<file path="src/hw/motor_debug_pkg.sv">
// Purpose: Shared constants for the algorithm debug speed_source_select register.
// Assumes: Byte offsets as printed; fields of one 32-bit word.
// Notes:   Startup method codes and state codes are local choices.
package motor_debug_pkg;

    // Register map.
    localparam logic [8:0]  SPEED_SOURCE_SELECT_OFFSET = 9'h0ec;
    localparam logic [31:0] SPEED_SOURCE_SELECT_RESET  = 32'h0000_0000;

    // Field positions inside the speed_source_select word.
    localparam int SPEED_SRC_BIT   = 31;
    localparam int SPEED_CMD_MSB   = 30;
    localparam int SPEED_CMD_LSB   = 16;
    localparam int CLOSED_OFF_BIT  = 15;
    localparam int HOLD_ALIGN_BIT  = 14;
    localparam int HOLD_SLOW_BIT   = 13;
    localparam int HOLD_POLE_BIT   = 12;
    localparam int HOLD_SPEED_BIT  = 11;
    localparam int ANGLE_SRC_BIT   = 10;
    localparam int IQ_CODE_MSB     = 9;
    localparam int IQ_CODE_LSB     = 0;

    // Speed input selection value that also routes the register command.
    localparam logic [1:0] SPEED_INPUT_REGISTER = 2'h2;

    // Startup method encodings.
    localparam logic [1:0] METHOD_ALIGN        = 2'h0;
    localparam logic [1:0] METHOD_DOUBLE_ALIGN = 2'h1;
    localparam logic [1:0] METHOD_POLE_DETECT  = 2'h2;
    localparam logic [1:0] METHOD_SLOW_FIRST   = 2'h3;

    // Angle wrap and torque current scaling.
    localparam logic [8:0] ANGLE_WRAP      = 9'h168;
    localparam int         FULL_SCALE_MA   = 6250;
    localparam int         CODE_FULL_SCALE = 500;
    localparam int         IQ_STEP_HALF_MA = 2 * FULL_SCALE_MA
                                             / CODE_FULL_SCALE;

    // Startup sequencer states, one-hot.
    typedef enum logic [6:0] {
        ST_IDLE        = 7'h01,
        ST_SPEED_DET   = 7'h02,
        ST_POLE_DET    = 7'h04,
        ST_ALIGN       = 7'h08,
        ST_SLOW_FIRST  = 7'h10,
        ST_OPEN_LOOP   = 7'h20,
        ST_CLOSED_LOOP = 7'h40
    } seq_state_t;

endpackage : motor_debug_pkg

</file>
<file path="src/hw/torque_code_scaler.sv">
// Purpose: Turns the 10-bit torque current code into a signed reference.
// Assumes: Output unit is half a milliamp; one code step is 12.5 mA.
// Notes:   Codes 501 to 511 are not valid and simply scale linearly.
`timescale 1ns/100ps
module torque_code_scaler
(
    input  wire logic               ref_clk,   // System clock.
    input  wire logic               reset,     // Synchronous, active high.
    input  wire logic [9:0]         code,      // Torque current code.
    output logic signed [15:0]      iq_ref_q   // Reference, 0.5 mA units.
);

    ////////////////////////////////////////////////////////////////////////
    // Codes from 512 up mean code minus 1024; that is exactly the sign
    // extension of the 10-bit code, so no subtractor is needed.
    wire logic signed [15:0] code_signed;
    wire logic signed [31:0] product;
    assign code_signed = {{6{code[9]}}, code};
    assign product     = 32'(code_signed * 16'sd25);

    // Registered so the reference changes cleanly once per write.
    always_ff @(posedge ref_clk)
    begin
        if (reset)
            iq_ref_q <= 16'sh0000;
        else
            iq_ref_q <= product[15:0];
    end

    ////////////////////////////////////////////////////////////////////////
    a_iq_positive_scale: assert property (
        @(posedge ref_clk) disable iff (reset)
        (code < 10'h200) |=> (iq_ref_q == 16'($past(code)) * 16'd25))
        else $error("Positive torque reference scaled wrongly.");

    a_iq_negative_scale: assert property (
        @(posedge ref_clk) disable iff (reset)
        (code > 10'h200) |=>
        (iq_ref_q == 16'((32'($past(code)) - 32'd1024) * 32'sd25)))
        else $error("Negative torque reference scaled wrongly.");

endmodule : torque_code_scaler

</file>
<file path="src/hw/motor_algo_debug_speed_source_select_regs.sv">
// Purpose: Write-only debug speed_source_select register and the startup sequencer
//          and reference selection that it steers.
// Assumes: Register writes arrive from the serial target on ref_clk.
// Notes:   All algorithm inputs are on ref_clk; no synchronisers needed.
// Behaviour
// - Bit 31 picks configured or register speed.
// - Register speed used if selected or mode 10b.
// - Bit 15 forces open loop commutation.
// - Bit 14 holds align for align methods.
// - Bit 13 holds slow first cycle state.
// - Bit 12 holds initial position detection state.
// - Bit 11 holds initial speed detection state.
// - Bit 10 picks configured or debug angle.
// - Codes below 512 give positive scaled current.
// - Codes from 512 up give code minus 1024.
// - Register at ECh, resets zero, write only.
// - Debug angle is applied modulo 360 degrees.
`timescale 1ns/100ps
module motor_algo_debug_speed_source_select_regs
(
    input  wire logic        ref_clk,              // 10 MHz system clock.
    input  wire logic        reset,                // Synchronous, high.
    input  wire logic        reg_wr_en,            // Register write strobe.
    input  wire logic [8:0]  reg_addr,             // Register byte offset.
    input  wire logic [31:0] reg_wdata,            // Register write data.
    input  wire logic [1:0]  speed_input_select,   // Speed input mode.
    input  wire logic [14:0] configured_speed,     // Speed from input pin.
    input  wire logic [1:0]  startup_method,       // Startup method code.
    input  wire logic        speed_detect_enable,  // Speed detect first.
    input  wire logic        speed_loop_off,       // Speed loop bypassed.
    input  wire logic [8:0]  configured_align_angle, // Preset angle.
    input  wire logic [8:0]  debug_align_angle,    // Control reg angle.
    input  wire logic        start_req,            // Start the motor.
    input  wire logic        stop_req,             // Stop the motor.
    input  wire logic        phase_done,           // Current phase done.
    output logic [14:0]      speed_ref_q,          // Chosen speed ref.
    output logic [8:0]       align_angle_q,        // Chosen align angle.
    output logic signed [15:0] iq_ref,             // Torque ref, 0.5 mA.
    output logic             iq_speed_source_select_q,        // Torque ref in force.
    output logic [6:0]       seq_state_q           // One-hot startup state.
);

    ////////////////////////////////////////////////////////////////////////
    // The speed_source_select word. No read path exists: software cannot read back.
    logic [31:0] speed_source_select_q;
    wire  logic  wr_hit;
    assign wr_hit = reg_wr_en &&
                    (reg_addr == motor_debug_pkg::SPEED_SOURCE_SELECT_OFFSET);

    // Whole-word write; fields hold between writes.
    always_ff @(posedge ref_clk)
    begin
        if (reset)
            speed_source_select_q <= motor_debug_pkg::SPEED_SOURCE_SELECT_RESET;
        else if (wr_hit)
            speed_source_select_q <= reg_wdata;
    end

    // Field decode.
    wire logic        speed_src;
    wire logic [14:0] speed_cmd;
    wire logic        closed_off;
    wire logic        hold_align;
    wire logic        hold_slow;
    wire logic        hold_pole;
    wire logic        hold_speed;
    wire logic        angle_src;
    wire logic [9:0]  iq_code;
    assign speed_src  = speed_source_select_q[motor_debug_pkg::SPEED_SRC_BIT];
    assign speed_cmd  = speed_source_select_q[motor_debug_pkg::SPEED_CMD_MSB:
                                   motor_debug_pkg::SPEED_CMD_LSB];
    assign closed_off = speed_source_select_q[motor_debug_pkg::CLOSED_OFF_BIT];
    assign hold_align = speed_source_select_q[motor_debug_pkg::HOLD_ALIGN_BIT];
    assign hold_slow  = speed_source_select_q[motor_debug_pkg::HOLD_SLOW_BIT];
    assign hold_pole  = speed_source_select_q[motor_debug_pkg::HOLD_POLE_BIT];
    assign hold_speed = speed_source_select_q[motor_debug_pkg::HOLD_SPEED_BIT];
    assign angle_src  = speed_source_select_q[motor_debug_pkg::ANGLE_SRC_BIT];
    assign iq_code    = speed_source_select_q[motor_debug_pkg::IQ_CODE_MSB:
                                   motor_debug_pkg::IQ_CODE_LSB];

    ////////////////////////////////////////////////////////////////////////
    // Reference selection. The register command wins when asked for either
    // by the speed_source_select bit or by the speed input mode itself.
    wire logic        use_cmd;
    wire logic [14:0] speed_ref_d;
    wire logic [8:0]  angle_wrapped;
    wire logic [8:0]  align_angle_d;
    assign use_cmd = speed_src ||
        (speed_input_select == motor_debug_pkg::SPEED_INPUT_REGISTER);
    assign speed_ref_d = use_cmd ? speed_cmd : configured_speed;
    // A 9-bit angle is at most 511, so one subtraction is a full modulo.
    assign angle_wrapped =
        (debug_align_angle >= motor_debug_pkg::ANGLE_WRAP) ?
        debug_align_angle - motor_debug_pkg::ANGLE_WRAP :
        debug_align_angle;
    assign align_angle_d = angle_src ? angle_wrapped :
                           configured_align_angle;

    // References leave through flops so the algorithm sees stable values.
    always_ff @(posedge ref_clk)
    begin
        if (reset)
        begin
            speed_ref_q   <= 15'h0000;
            align_angle_q <= 9'h000;
            iq_speed_source_select_q <= 1'b0;
        end
        else
        begin
            speed_ref_q   <= speed_ref_d;
            align_angle_q <= align_angle_d;
            iq_speed_source_select_q <= speed_loop_off;
        end
    end

    // Torque current code scaling; held code acts while the loop is off.
    torque_code_scaler u_scaler
    (
        .ref_clk  (ref_clk),
        .reset    (reset),
        .code     (iq_code),
        .iq_ref_q (iq_ref)
    );

    ////////////////////////////////////////////////////////////////////////
    // Startup sequencer. Each startup phase ends on phase_done unless its
    // hold bit is set; the holds only matter in the state they name.
    motor_debug_pkg::seq_state_t state_q;
    motor_debug_pkg::seq_state_t state_d;
    motor_debug_pkg::seq_state_t first_state;
    assign first_state =
        (startup_method == motor_debug_pkg::METHOD_POLE_DETECT) ?
            motor_debug_pkg::ST_POLE_DET :
        (startup_method == motor_debug_pkg::METHOD_SLOW_FIRST) ?
            motor_debug_pkg::ST_SLOW_FIRST : motor_debug_pkg::ST_ALIGN;

    always_comb
    begin
        state_d = state_q;
        case (state_q)
            motor_debug_pkg::ST_IDLE:
                if (start_req)
                    state_d = speed_detect_enable ?
                              motor_debug_pkg::ST_SPEED_DET : first_state;
            motor_debug_pkg::ST_SPEED_DET:
                if (phase_done && !hold_speed)
                    state_d = first_state;
            motor_debug_pkg::ST_POLE_DET:
                if (phase_done && !hold_pole)
                    state_d = motor_debug_pkg::ST_OPEN_LOOP;
            motor_debug_pkg::ST_ALIGN:
                if (phase_done && !hold_align)
                    state_d = motor_debug_pkg::ST_OPEN_LOOP;
            motor_debug_pkg::ST_SLOW_FIRST:
                if (phase_done && !hold_slow)
                    state_d = motor_debug_pkg::ST_OPEN_LOOP;
            motor_debug_pkg::ST_OPEN_LOOP:
                if (phase_done && !closed_off)
                    state_d = motor_debug_pkg::ST_CLOSED_LOOP;
            motor_debug_pkg::ST_CLOSED_LOOP:
                if (closed_off)
                    state_d = motor_debug_pkg::ST_OPEN_LOOP;
            default:
                state_d = motor_debug_pkg::ST_IDLE;
        endcase
        // Stop overrides every hold so the motor can always be halted.
        if (stop_req)
            state_d = motor_debug_pkg::ST_IDLE;
    end

    always_ff @(posedge ref_clk)
    begin
        if (reset)
            state_q <= motor_debug_pkg::ST_IDLE;
        else
            state_q <= state_d;
    end

    assign seq_state_q = state_q;

    ////////////////////////////////////////////////////////////////////////
    a_write_loads_word: assert property (
        @(posedge ref_clk) disable iff (reset)
        (reg_wr_en && reg_addr == 9'h0ec) |=>
        (speed_source_select_q == $past(reg_wdata)))
        else $error("Speed_source_select word not loaded on write.");

    a_fields_hold_value: assert property (
        @(posedge ref_clk) disable iff (reset)
        !(reg_wr_en && reg_addr == 9'h0ec) |=> $stable(speed_source_select_q))
        else $error("Speed_source_select word changed without a write.");

    a_speed_from_cmd: assert property (
        @(posedge ref_clk) disable iff (reset)
        speed_source_select_q[31] |=> (speed_ref_q == $past(speed_source_select_q[30:16])))
        else $error("Register speed command not selected.");

    a_speed_mode_cmd: assert property (
        @(posedge ref_clk) disable iff (reset)
        (speed_input_select == 2'h2) |=>
        (speed_ref_q == $past(speed_source_select_q[30:16])))
        else $error("Speed mode 10b did not route the command.");

    a_speed_from_input: assert property (
        @(posedge ref_clk) disable iff (reset)
        (!speed_source_select_q[31] && speed_input_select != 2'h2) |=>
        (speed_ref_q == $past(configured_speed)))
        else $error("Configured speed not selected.");

    a_debug_angle_wrap: assert property (
        @(posedge ref_clk) disable iff (reset)
        (speed_source_select_q[10] && debug_align_angle >= 9'h168) |=>
        (align_angle_q == $past(debug_align_angle) - 9'h168))
        else $error("Debug angle not wrapped at 360.");

    a_config_angle_used: assert property (
        @(posedge ref_clk) disable iff (reset)
        !speed_source_select_q[10] |=> (align_angle_q == $past(configured_align_angle)))
        else $error("Configured align angle not selected.");

    a_align_stays_held: assert property (
        @(posedge ref_clk) disable iff (reset)
        (state_q == motor_debug_pkg::ST_ALIGN && speed_source_select_q[14] &&
         !stop_req) |=> (state_q == motor_debug_pkg::ST_ALIGN))
        else $error("Align state left while held.");

    a_slow_stays_held: assert property (
        @(posedge ref_clk) disable iff (reset)
        (state_q == motor_debug_pkg::ST_SLOW_FIRST && speed_source_select_q[13] &&
         !stop_req) |=> (state_q == motor_debug_pkg::ST_SLOW_FIRST))
        else $error("Slow first cycle left while held.");

    a_pole_stays_held: assert property (
        @(posedge ref_clk) disable iff (reset)
        (state_q == motor_debug_pkg::ST_POLE_DET && speed_source_select_q[12] &&
         !stop_req) |=> (state_q == motor_debug_pkg::ST_POLE_DET))
        else $error("Position detection left while held.");

    a_speed_det_held: assert property (
        @(posedge ref_clk) disable iff (reset)
        (state_q == motor_debug_pkg::ST_SPEED_DET && speed_source_select_q[11] &&
         !stop_req) |=> (state_q == motor_debug_pkg::ST_SPEED_DET))
        else $error("Speed detection left while held.");

    a_open_loop_forced: assert property (
        @(posedge ref_clk) disable iff (reset)
        (speed_source_select_q[15] && !stop_req &&
         (state_q == motor_debug_pkg::ST_OPEN_LOOP ||
          state_q == motor_debug_pkg::ST_CLOSED_LOOP)) |=>
        (state_q == motor_debug_pkg::ST_OPEN_LOOP))
        else $error("Closed loop reached while disabled.");

endmodule : motor_algo_debug_speed_source_select_regs

</file>
<file path="config.mk">
export PLATFORM = sky130hd
export DESIGN_NAME = motor_algo_debug_speed_source_select_regs
export DESIGN_NICKNAME = d
export VERILOG_FILES = /design/src/hw/motor_debug_pkg.sv /design/src/hw/torque_code_scaler.sv /design/src/hw/motor_algo_debug_speed_source_select_regs.sv
export SDC_FILE = /design/constraint.sdc
export NUM_CORES = 1
export LEC_CHECK = 0
export BUFFER_PORTS_ARGS = -buffer_cell sky130_fd_sc_hd__buf_2
export CAP_MARGIN = 20
export CORE_MARGIN = 3
export CORE_UTILIZATION = 46
export DETAILED_ROUTE_END_ITERATION = 6
export HOLD_SLACK_MARGIN = 0.06
export PLACE_DENSITY = 0.87
export SETUP_SLACK_MARGIN = 0.1
export SYNTH_ARGS = -nofsm -noshare
export SYNTH_HDL_FRONTEND = slang
export SYNTH_SLANG_ARGS = --single-unit
export TNS_END_PERCENT = 20
</file>
<file path="constraint.sdc">
create_clock -name ref_clk -period 2.7 [get_ports ref_clk]
set_clock_uncertainty 0.1 [all_clocks]
set_input_delay 0.54 -clock ref_clk [delete_from_list [all_inputs] [get_ports ref_clk]]
set_output_delay 0.54 -clock ref_clk [all_outputs]
set_load 0.05 [all_outputs]
</file>
# After elaboration in Yosys (flattened, before gate mapping)
# Cells that the tools add are included.
[totals]
ff_bits = 80
in_bits = 86
[op_classes]
reduce_logical = 14
n_eq_ne = 18
n_mux = 14
addsub = 1
magnitude_cmp = 1
multipliers = 1
[ops]
columns = ["operator", "n"]
rows = [
  ["7-bit 2-to-1 mux", 7],
  ["7-bit one-hot mux with 7 select lines", 1],
  ["9-bit 2-to-1 mux", 2],
  ["10-bit by 6-bit multiplier with 16-bit output (second input constant)", 1],
  ["15-bit 2-to-1 mux", 1],
  ["5-bit 2-to-1 mux", 3],
  ["2-bit != test (second input constant)", 7],
  ["9-bit by 8-bit == test with 1-bit output (second input constant)", 1],
  ["9-bit greater-or-equal comparator (second input constant)", 1],
  ["9-bit subtractor (second input constant)", 1],
  ["7-bit by 1-bit == test with 1-bit output (second input constant)", 1],
  ["7-bit by 2-bit == test with 1-bit output (second input constant)", 1],
  ["7-bit by 3-bit == test with 1-bit output (second input constant)", 1],
  ["7-bit by 4-bit == test with 1-bit output (second input constant)", 1],
  ["7-bit by 5-bit == test with 1-bit output (second input constant)", 1],
  ["7-bit by 6-bit == test with 1-bit output (second input constant)", 1],
  ["7-bit == test (second input constant)", 1],
  ["7-bit AND reduction", 1],
  ["2-bit == test (second input constant)", 3],
  ["1-bit logical AND", 6],
  ["1-bit zero test", 5],
  ["2-bit OR reduction", 1],
  ["1-bit logical OR", 1],
]

# Longest topological paths before layout
# Gate-level depths: netlist of run 1.
[logic_depth]
word_depth = 6
depth_mapped = 11
mapped_depth_nobuf = 11

# By module
# From an unflattened synthesis of run 1, not the netlist that was laid out.
[hier_totals]
cells_unflattened = 444
area_unflattened_um2 = 4048.9
[modules_own_cells]
columns = ["mod", "area_per_inst_um2", "seq_area_each_um2", "instances", "cells_each"]
rows = [
  ["motor_algo_debug_speed_source_select_regs", 2727.6, 1281.2, 1, 319],
  ["torque_code_scaler", 1321.3, 320.3, 1, 125],
]

# Least setup slack after synthesis of run 1
# OpenSTA, ideal clock, no wires.
[synth_timing]
kind = "flip-flop to flip-flop"
startpoint = "register speed_source_select_q[1]"
endpoint = "register u_scaler.iq_ref_q[15]"
path_buffers = 0
path_stages_with_launch = 12
setup_time_ns = 0.121
arrival_time_ns = 2.766
period_less_slack_ns = 2.987
path_slack_ns = -0.287
path_cell_list = "dfxtp_1 ha_1 fa_1 ha_1 ha_1 inv_1 fa_1 nor2b_1 o2111ai_1 a31oi_1 o22ai_1 mux2_2"
[synth_via]
elab_chain_len = 1
[synth_lines]
columns = ["element", "line", "rtl"]
rows = [
  ["start, declared", "motor_algo_debug_speed_source_select_regs.sv:45", "logic [31:0] speed_source_select_q;"],
  ["start signal, assigned", "motor_algo_debug_speed_source_select_regs.sv:54", "speed_source_select_q <= motor_debug_pkg::SPEED_SOURCE_SELECT_RESET;"],
  ["start signal, assigned", "motor_algo_debug_speed_source_select_regs.sv:56", "speed_source_select_q <= reg_wdata;"],
  ["10-bit by 6-bit multiplier with 16-bit output", "torque_code_scaler.sv:19", "assign product = 32'(code_signed * 16'sd25);"],
  ["end signal, assigned", "torque_code_scaler.sv:27", "iq_ref_q <= product[15:0];"],
  ["end, declared", "torque_code_scaler.sv:10", "output logic signed [15:0] iq_ref_q"],
]
# No other way between the ends.
# A chain may end at the register's enable or synchronous reset.

# Worst setup path after layout of run 1
[layout_timing]
startpoint = "register speed_source_select_q[2]"
endpoint = "register u_scaler.iq_ref_q[15]"
# Same word-level chain as after synthesis.

==> metrics, run 1 <==
Tmin final 2.98 ns; sw power ~660 uW; Reg2Reg Depth 11; Slew HR about three fifths; P_leak roughly 2.6 nW; Critical Path RT about 2.8 ns; num ports roughly 130; DR vias/cell between 5 and 6; Critical Path End u_scaler.iq_ref_q[15]; Slew Viols, Final 0; full die area about 0.01 mm^2; Final setup viols 6; Die H around 100 um; Synthesized Nets 548; Skew-Pair Late Insertion Delay ~0.35 ns; Core Box Area 0.00842 mm^2; CP Launch Type flip-flop; TritonCTS clock tree done; first-pass GRT wire length ~17 mm; simple-gate share of the synthesized area a little under a fifth; number of hold buffers added after CTS 0; largest net degree at the start of global routing 36; antenna cell count 0; Seq pwr share 52.4%; site row count 33; failing checks negative setup slack; Synth Area in XOR/XNOR 1.94%; ys async rst share 0%; detailed placement HPWL about 7.4 mm; mux contribution to synthesized area approximately 14%; status finished, violations left; Die W 100 um; Clk pwr share a little over a third; Filler cells between 700 and 800; Synth Flop Type dfxtp_1; CTS buffer count 9; post-place setup slack -0.287 ns; compound-cell area share of the yosys netlist approximately 8.6%; worst setup margin -0.277 ns; post-detailed-route wirelength per cell between 10 and 15 um; vias 3637; worst r2r dst u_scaler.iq_ref_q[15]; GRT overflow 0; routability cong. about 0.9; busiest grt layer met2; Synth area leaders dfxtp_1 (39%), mux2i_1 (13%), ha_1 (9.5%); met1 GRT Util between 20 and 25%; Initial Utilization approximately half; aggregate routed wire length about 10 mm; Power Total between 2 and 2.5 mW; Pwr Density 424 mW/mm^2; clock sink count 80; Hold Slack 0.311 ns; # H-tree levels 3; internal power around 1.6 mW; Synth Instances about 420; Slew @ Worst Pin roughly 0.6 ns; Synth Area in Adders between 10% and 20%; max-cap violations 0; final hold vios 0; antenna-violating nets left 0; fmax 0.336 GHz; WS Path Type reg2reg; Yosys reg bits 80; met2 Usage GRT between 30% and 40%; CP max-delay cell fa_1; sw frac ~29%; most area-hungry cell type in the Yosys netlist dfxtp_1; GR Util All Layers 20.4%; First DRT Iteration DRCs 94; CP Capture Type flip-flop; Pre-antenna DRT Iters 4; fin area 0.00544 mm^2; max incr delay on CP between 0.4 and 0.5 ns; top cell type's share of synthesized area between 30% and 40%; flop-to-flop setup slack -0.28 ns; root buffer cell clkbuf_8; Final #Nets 709; largest family of logic cells by synthesized area simple AND/OR/NAND/NOR gates; Avg Cell Area, Syn approximately 9.6 um^2; Crit Reg-Reg Startpoint speed_source_select_q[2]; share of layout cells above drive strength 1 ~37%; Unique masters post-synth between 50 and 60; Residual DRC 0; met3 Resource Use GR under 10%; warnings from Yosys 0; crit path max fanout 3; Area growth syn-to-layout 33.5%; Mapped Area slightly above 0.004 mm^2; final worst path period share 110%; Cell Chain, Critical Path ha_4 > fa_1 > ha_1 > ha_2 > inv_2 > fa_2 > nor2b_4 > o2111ai_4 > a31oi_2 > o22ai_1 > mux2_2; HP Class in2reg; Worst Path Arrival ~3.1 ns; combinational fraction of design power around an eighth; maximum clock path buffer count 2; dpl cell area a little over 0.005 mm^2; EDFF count, synth 0; clk slew on worst S/H paths approximately 0.090 ns; port buffer count ~130; Setup crit start speed_source_select_q[2]; initial antenna violation count 0; Peak VDD IR between 0.2 and 0.3 mV; RSZ-0062 raised after global routing true; post-synthesis sequential area ratio 39.3%; vias in the first global route ~3700
cells in the mapped netlist, types with 2 or more instances:
| cell | n |
|---|---|
| a211oi_1 | 7 |
| a21o_1 | 3 |
| a21oi_1 | 7 |
| a31oi_1 | 3 |
| a32o_1 | 3 |
| and2_1 | 2 |
| and3_1 | 2 |
| buf_2 | 6 |
| clkbuf_1 | 7 |
| dfxtp_1 | 80 |
| fa_1 | 8 |
| ha_1 | 31 |
| inv_1 | 26 |
| mux2_2 | 4 |
| mux2i_1 | 52 |
| nand2_1 | 7 |
| nand2b_1 | 5 |
| nand3_1 | 8 |
| nand4_1 | 2 |
| nand4b_1 | 3 |
| nor2_1 | 80 |
| nor2b_1 | 19 |
| nor3_1 | 4 |
| nor3b_1 | 3 |
| nor4_1 | 2 |
| nor4_2 | 2 |
| o2111ai_1 | 2 |
| o21ai_0 | 8 |
| o22ai_1 | 2 |
| or2_2 | 2 |
| or3_1 | 2 |
| xnor2_1 | 7 |
| xor2_1 | 2 |
layer usage:
layer  wire, um  vias to the layer above
li1           -                     1781
met1       4140                     1699
met2       5320                      142
met3        724                       15
met4        171                        0
met5          0                        -
cell usage in the layout, fill, tap and decap left out, drive strengths merged, types with 3 or more instances in the layout:
cell    netlist  routed
clkbuf        9       9
a211oi        7       7
mux2          4       4
ha           31      31
inv          26      29
clkinv        0       3
a31oi         3       3
a32o          3       3
nor3          4       4
a21o          3       3
nor3b         3       3
nand2b        5       5
mux2i        52      52
buf           7     166
nor4          4       4
xnor2         7       7
fa            8       8
nor2         80      80
dfxtp        80      80
nand3         8       8
nor2b        19      19
o21ai         8       8
nand2         7       7
a21oi         7       7
nand4b        3       3
registers in the layout, summed over array words and instances (netlist names):
signal and flops:
seq_state_q 7, u_scaler.iq_ref_q 16, align_angle_q 9, iq_speed_source_select_q 1
speed_source_select_q 32, speed_ref_q 15
critical path, delay by kind of cell (launching register included):
kind,cells,cell delay (ns)
multiplexers,1,0.27
AO/OA/AOI/OAI,3,0.41
flip-flops,1,0.38
buffers and inverters,1,0.04
AND/OR/NAND/NOR,1,0.15
adder cells (fa/ha/maj),5,1.51
power groups by stage:
stage	combinational, mW	sequential, mW	clock [mW]
after global placement	0.270	1.24	0
final	0.278	1.21	0.819
after CTS	0.279	1.21	0.844
after detailed placement	0.278	1.24	0
after floorplan	0.0897	1.31	0
after global routing	0.300	1.21	0.895
how the worst min path moves through the flow:
stage                                          from                       end  slack [ns]  depth (start not counted)
after CTS                            speed_loop_off  iq_speed_source_select_q        0.30                          2
after detailed placement  speed_source_select_q[29]           speed_ref_q[13]        0.38                          2
after floorplan           speed_source_select_q[16]            speed_ref_q[0]        0.36                          2
after global placement    speed_source_select_q[24]            speed_ref_q[8]        0.37                          2
after global routing                 speed_loop_off  iq_speed_source_select_q        0.29                          2
final                                speed_loop_off  iq_speed_source_select_q        0.31                          2
kinds of logic (layout without fill, tap and decap cells):
| logic type | count (synthesis) | in the layout |
|---|---|---|
| and+or+nand+nor | 148 | 148 |
| DFF | 80 | 80 |
| buffers and inverters | 42 | 208 |
| AOI/OAI and AO/OA | 49 | 49 |
| adders and majority gates | 39 | 39 |
| muxes | 56 | 56 |
| xor gates and xnor gates | 9 | 9 |
final cells by class:
cell class / instances / area (um^2) / share of cell area, %
clock buffers: 9 / 124 / 2.28
clock inverters: 7 / 55.1 / 1.01
inverters: 26 / 97.6 / 1.80
multi-input cells: 301 / 2490 / 45.9
flip-flops and latches: 80 / 1610 / 29.6
well taps: 105 / 131 / 2.42
repair buffers: 166 / 926 / 17.0
repair_timing:
item                                    in CTS  in global routing
pin swaps                                    9                  2
gates resized for setup                     11                  2
endpoints found under the setup margin       7                  8
hold endpoints to repair                     0                  0
setup buffers                                1                  1
through the flow:
step | std cells | setup TNS (ns) | utilization [%]
after floorplan | 423 | -0.337 | -
after global placement | 676 | -0.600 | 61.1
after detailed placement | 676 | -0.960 | 61.1
after CTS | 693 | -0.738 | 64.2
after global routing | 694 | -1.72 | 64.5
final | 694 | -1.04 | 64.5
Power figures use the tool's default switching activity.
==> run 2, diff against run 1 <==
--- a/config.mk
+++ b/config.mk
@@ -7,11 +7,13 @@
 export LEC_CHECK = 0
 export BUFFER_PORTS_ARGS = -buffer_cell sky130_fd_sc_hd__buf_2
 export CAP_MARGIN = 20
+export CELL_PAD_IN_SITES_DETAIL_PLACEMENT = 1
+export CELL_PAD_IN_SITES_GLOBAL_PLACEMENT = 1
 export CORE_MARGIN = 3
-export CORE_UTILIZATION = 46
+export CORE_UTILIZATION = 34
 export DETAILED_ROUTE_END_ITERATION = 6
 export HOLD_SLACK_MARGIN = 0.06
-export PLACE_DENSITY = 0.87
+export PLACE_DENSITY = 0.86
 export SETUP_SLACK_MARGIN = 0.1
 export SYNTH_ARGS = -nofsm -noshare
 export SYNTH_HDL_FRONTEND = slang
==> run 2 against run 1 <==
Against the previous run:
- the flow still finishes with violations (negative setup slack)
- count of clock-buffer cells in the layout is 1 higher
- largest power group is now clock
- routed wire length grew 16%
- cell count up 5.2%
- fmax shrank 3.1%
- setup slack worse by 0.096 ns
- die area is 33% higher
- clock power is 73% higher
- cell area grew 3.0%
==> metrics, run 2 (synthesized netlist as in run 1, its figures left out) <==
worst setup margin -0.373 ns; fmax about 0.33 GHz; largest net degree at the start of global routing 34; Slew @ Worst Pin approximately 0.6 ns; CTS buffer count 9; clock sink count 80; Slew Viols, Final 0; full die area approximately 0.013 mm^2; biggest regs speed_source_select_q: 32 flops, u_scaler.iq_ref_q: 16 flops, speed_ref_q: 15 flops; Die H ~120 um; WS Path Type reg2reg; Cell Chain, Critical Path ha_4 > fa_1 > ha_1 > ha_2 > inv_2 > fa_2 > nor2b_4 > o2111ai_4 > a31oi_1 > o22ai_1 > mux2_2; max-cap violations 0; Largest Register speed_source_select_q; failing checks negative setup slack; TritonCTS clock tree done; Tmin final approximately 3 ns; final worst path period share 114%; Filler cells 1350; commonest non-fill, non-tap cell in the layout buf_2; dpl cell area 0.00519 mm^2; Die W about 120 um; Final #Nets roughly 700; max incr delay on CP between 0.4 and 0.5 ns; max FFs per register 32; post-detailed-route wirelength per cell approximately 17 um; antenna-violating nets left 0; most frequent cells in the layout buf_2 (133), nor2_1 (80), dfxtp_1 (76); Residual DRC 0; clk slew on worst S/H paths about 0.060 ns; Slew HR about three fifths; first-pass GRT wire length roughly 19 mm; share of layout cells above drive strength 1 35.9%; aggregate routed wire length 12.0 mm; Pwr Density a little over 500 mW/mm^2; CP Capture Type flip-flop; GR Util All Layers a little under a fifth; CP max-delay cell fa_1; Pre-antenna DRT Iters 4; Worst Path Arrival 3.20 ns; port buffer count 133; P_leak about 2.7 nW; placed cells just over 700; Critical Path RT about 2.8 ns; site row count 39; Core Box Area about 0.012 mm^2; Peak VDD IR 0.340 mV; Initial Utilization 35.2%; fin area around 0.0056 mm^2; Final setup viols 7; RSZ-0062 raised after global routing true; vias between 3000 and 4000; # H-tree levels 3; antenna cell count 0; First DRT Iteration DRCs ~150; Area growth syn-to-layout 37.5%; final hold vios 0; GRT overflow 0; non-filler cells, final 730; root buffer cell clkbuf_16; DR vias/cell 5.03; CP Launch Type flip-flop; detailed placement HPWL ~9.5 mm; HP Class in2reg; Skew-Pair Late Insertion Delay approximately 0.33 ns; crit path max fanout 3; vias in the first global route just under 4000; maximum clock path buffer count 2; num ports 134; status finished, violations left; initial antenna violation count 0; routability cong. roughly 0.80
run 2: cell count changes in the layout (fill, tap and decap cells not counted), moves of 2 or more:
cell | before | now
clkbuf_8 | 9 | 1
inv_6 | 2 | 0
bufinv_16 | 0 | 3
clkbuf_16 | 0 | 9
ha_1 | 18 | 21
ha_4 | 12 | 9
clkinv_2 | 2 | 0
run 2: critical path, delay by kind of cell, from the launching register on:
kind | cells | cell delay (ns)
flops | 1 | 0.34
mux | 1 | 0.28
buf+inv | 1 | 0.04
compound gates | 3 | 0.49
simple gates | 1 | 0.16
fa+ha+maj | 5 | 1.55
run 2: repair_timing:
action / CTS / global route
pin swaps: 1 / 11
setup buffers: 0 / 2
gates resized for setup: 3 / 5
hold buffers: 0 / 0
setup endpoints to repair: 8 / 8
run 2: path summary, 6_finish.rpt:
check / endpoint / slack, ns / cells after the start / from
max: u_scaler.iq_ref_q[15] / -0.37 / 11 / speed_source_select_q[1]
min: iq_speed_source_select_q / 0.33 / 2 / speed_loop_off
max reg2reg: u_scaler.iq_ref_q[15] / -0.37 / 11 / speed_source_select_q[1]
min reg2reg: speed_ref_q[2] / 0.39 / 2 / speed_source_select_q[18]
run 2: routing by layer:
metal  track usage, %  wire, um  part of all wire (%)
met2             33.8      6300                    52
met3             4.65       689                   5.7
met1             19.7      4730                    39
met5                0         0                     0
met4             7.67       334                   2.8
run 2: metrics by stage:
stage | utilization (%) | power [mW] | setup slack (ns) | hold WS, ns | TNS (ns)
after detailed placement | 44.9 | 1.52 | -0.379 | 0.385 | -1.52
after floorplan | - | 1.40 | -0.123 | 0.360 | -0.337
after global routing | 48.4 | 3.02 | -0.494 | 0.334 | -2.11
after CTS | 48.0 | 2.95 | -0.411 | 0.320 | -1.66
final | 48.4 | 2.91 | -0.373 | 0.328 | -1.24
after global placement | 44.9 | 1.51 | -0.233 | 0.369 | -0.749
run 2: report_power, final:
group          total (mW)  leakage (nW)  switching [mW]  internal (mW)
Sequential           1.21         0.653         0.00900           1.20
Clock                1.42         0.161           0.493          0.923
Combinational       0.282          1.86           0.179          0.103
Total                2.91          2.68           0.681           2.23
run 2: cell type report:
cell class,instances,area (um^2),share of cell area [%]
Clock buffer,10,239,4.27
Clock inverter,5,105,1.88
Multi-Input combinational cell,301,2450,43.8
Tap cell,143,179,3.20
Inverter,26,97.6,1.74
Timing Repair Buffer,165,918,16.4
Sequential cell,80,1610,28.7
==> run 3, diff against run 2 <==
--- a/config.mk
+++ b/config.mk
@@ -9,6 +9,7 @@
 export CAP_MARGIN = 20
 export CELL_PAD_IN_SITES_DETAIL_PLACEMENT = 1
 export CELL_PAD_IN_SITES_GLOBAL_PLACEMENT = 1
+export CORE_ASPECT_RATIO = 1.2
 export CORE_MARGIN = 3
 export CORE_UTILIZATION = 34
 export DETAILED_ROUTE_END_ITERATION = 6
==> run 3 against run 2 <==
Against the previous run:
- the run still ends with negative setup slack left
- sequential share of layout area fell by 0.37 points
- core utilization is 0.58 points higher
- clock power down 9.9%
- cell area is 1.7% higher
- combinational power about the same
- sequential power barely moved
- power shrank 4.7%
- critical path type unchanged
- non-clock buffer count shrank 2
==> metrics, run 3 (synthesized netlist as in run 1, its figures left out) <==
sw power slightly above 700 uW; CTS buffer count 9; Pwr Density about 490 mW/mm^2; RSZ-0062 raised after global routing true; flop-to-flop setup slack -0.31 ns; Initial Utilization about a third; number of hold buffers added after CTS 0; num ports 134; # H-tree levels 3; detailed placement HPWL just over 9 mm; full die area approximately 0.013 mm^2; status finished, violations left; Worst Path Arrival around 3.1 ns; worst setup margin -0.306 ns; antenna cell count 0; Die H between 100 and 150 um; Skew-Pair Late Insertion Delay about 0.34 ns; post-detailed-route wirelength per cell 16.4 um; Core Box Area 0.0116 mm^2; clk slew on worst S/H paths 0.07 ns; Final #Nets ~710; combinational fraction of design power between 10 and 15%; commonest non-fill, non-tap cell in the layout buf_2; First DRT Iteration DRCs ~150; Die W between 100 and 150 um; GRT overflow 0; Final setup viols 7; routability cong. ~0.8; Slew Viols, Final 0; Tmin final approximately 3.0 ns; internal power roughly 2 mW; Critical Path RT 2.82 ns; HP Class in2reg; TritonCTS clock tree done; fmax 0.333 GHz; final worst path period share 111%; sw frac 25.7%; post-CTS setup buffers 0; largest net degree at the start of global routing 31; crit path max fanout 3; GR Util All Layers a little under a fifth; biggest regs speed_source_select_q: 32 flops, u_scaler.iq_ref_q: 16 flops, speed_ref_q: 15 flops; vias in the first global route slightly above 4000; first-pass GRT wire length 19.5 mm; Residual DRC 0; final hold vios 0; CP Capture Type flip-flop; Largest Register speed_source_select_q; Area growth syn-to-layout 39.8%; Seq pwr share 43.7%; most frequent cells in the layout buf_2 (133), nor2_1 (80), dfxtp_1 (73); antenna-violating nets left 0; DR vias/cell around 4.9; Slew HR about three fifths; Clk pwr share 46.2%; Slew @ Worst Pin 0.591 ns; failing checks negative setup slack; site row count 43; CP Launch Type flip-flop; initial antenna violation count 0; maximum clock path buffer count 2; max-cap violations 0; clock sink count 80; share of layout cells above drive strength 1 38.2%; port buffer count about 130; aggregate routed wire length approximately 12 mm; root buffer cell clkbuf_16; Hold Slack between 0.3 and 0.4 ns; max FFs per register 32; final setup TNS -1.12 ns; Peak VDD IR roughly 0.24 mV; vias roughly 3600; Pre-antenna DRT Iters 4; P_leak ~2.7 nW; WS Path Type reg2reg
run 3: cell count changes in the layout (fill, tap and decap cells not counted), sizes merged:
| cell | delta |
|---|---|
| buf | -2 |
| inv | +3 |
| clkinv | +1 |
| bufinv | -2 |
| clkinvlp | -1 |
run 3: critical path, stage by stage, from the launching register on:
cell	delay, ns
dfxtp_4	0.37
ha_4	0.24
fa_2	0.50
ha_4	0.30
ha_4	0.13
inv_2	0.04
fa_2	0.36
nor2b_4	0.15
o2111ai_4	0.15
a31oi_4	0.21
o22ai_2	0.08
mux2_2	0.27
run 3: metrics by stage:
stage / power, mW / util [%] / cell area [um^2] / worst slack [ns] / std cells
final: 2.77 / 49.0 / 5690 / -0.306 / 743
after global routing: 2.87 / 49.0 / 5690 / -0.412 / 743
after CTS: 2.80 / 48.0 / 5580 / -0.409 / 743
after detailed placement: 1.52 / 44.8 / 5200 / -0.363 / 727
after global placement: 1.51 / 44.8 / 5200 / -0.230 / 727
after floorplan: 1.40 / - / 4180 / -0.123 / 423
run 3: layout make-up:
type                            count  area [um^2]
Tap cell                          157          196
Inverter                           26         97.6
Multi-Input combinational cell    301         2570
Fill cell                        1375         5930
Timing Repair Buffer              163          903
Clock buffer                       10          239
Clock inverter                      6         75.1
Sequential cell                    80         1620
run 3: power by group through the flow:
stage	Clock (mW)	Sequential [mW]	Combinational [mW]
2_1_floorplan	0	1.31	0.0897
3_3_place_gp	0	1.24	0.273
4_1_cts	1.31	1.21	0.284
3_5_place_dp	0	1.24	0.283
5_1_grt	1.36	1.21	0.305
6_report	1.28	1.21	0.281
run 3: final timing paths:
path                            cells past startpoint                      start                        end
worst max-delay path                               11   speed_source_select_q[2]      u_scaler.iq_ref_q[15]
worst min-delay path                                2  configured_align_angle[8]           align_angle_q[8]
worst max register to register                     11   speed_source_select_q[2]      u_scaler.iq_ref_q[15]
worst min register to register                      2  speed_source_select_q[29]  speed_source_select_q[29]
run 3: what timing repair did:
| action | in CTS | in global routing |
|---|---|---|
| gates resized for setup | 9 | 17 |
| endpoints found under the setup margin | 8 | 9 |
| pin swaps | 5 | 7 |
run 3: per-layer routing:
| metal | wire, um | global-route usage (%) | up-vias | part of all wire (%) |
|---|---|---|---|---|
| met2 | 6690 | 35.0 | 91 | 55 |
| met1 | 4750 | 19.5 | 1746 | 39 |
| met3 | 446 | 3.13 | 19 | 3.7 |
| li1 | - | - | 1779 | - |
| met5 | 0 | 0 | - | 0 |
| met4 | 316 | 7.70 | 0 | 2.6 |
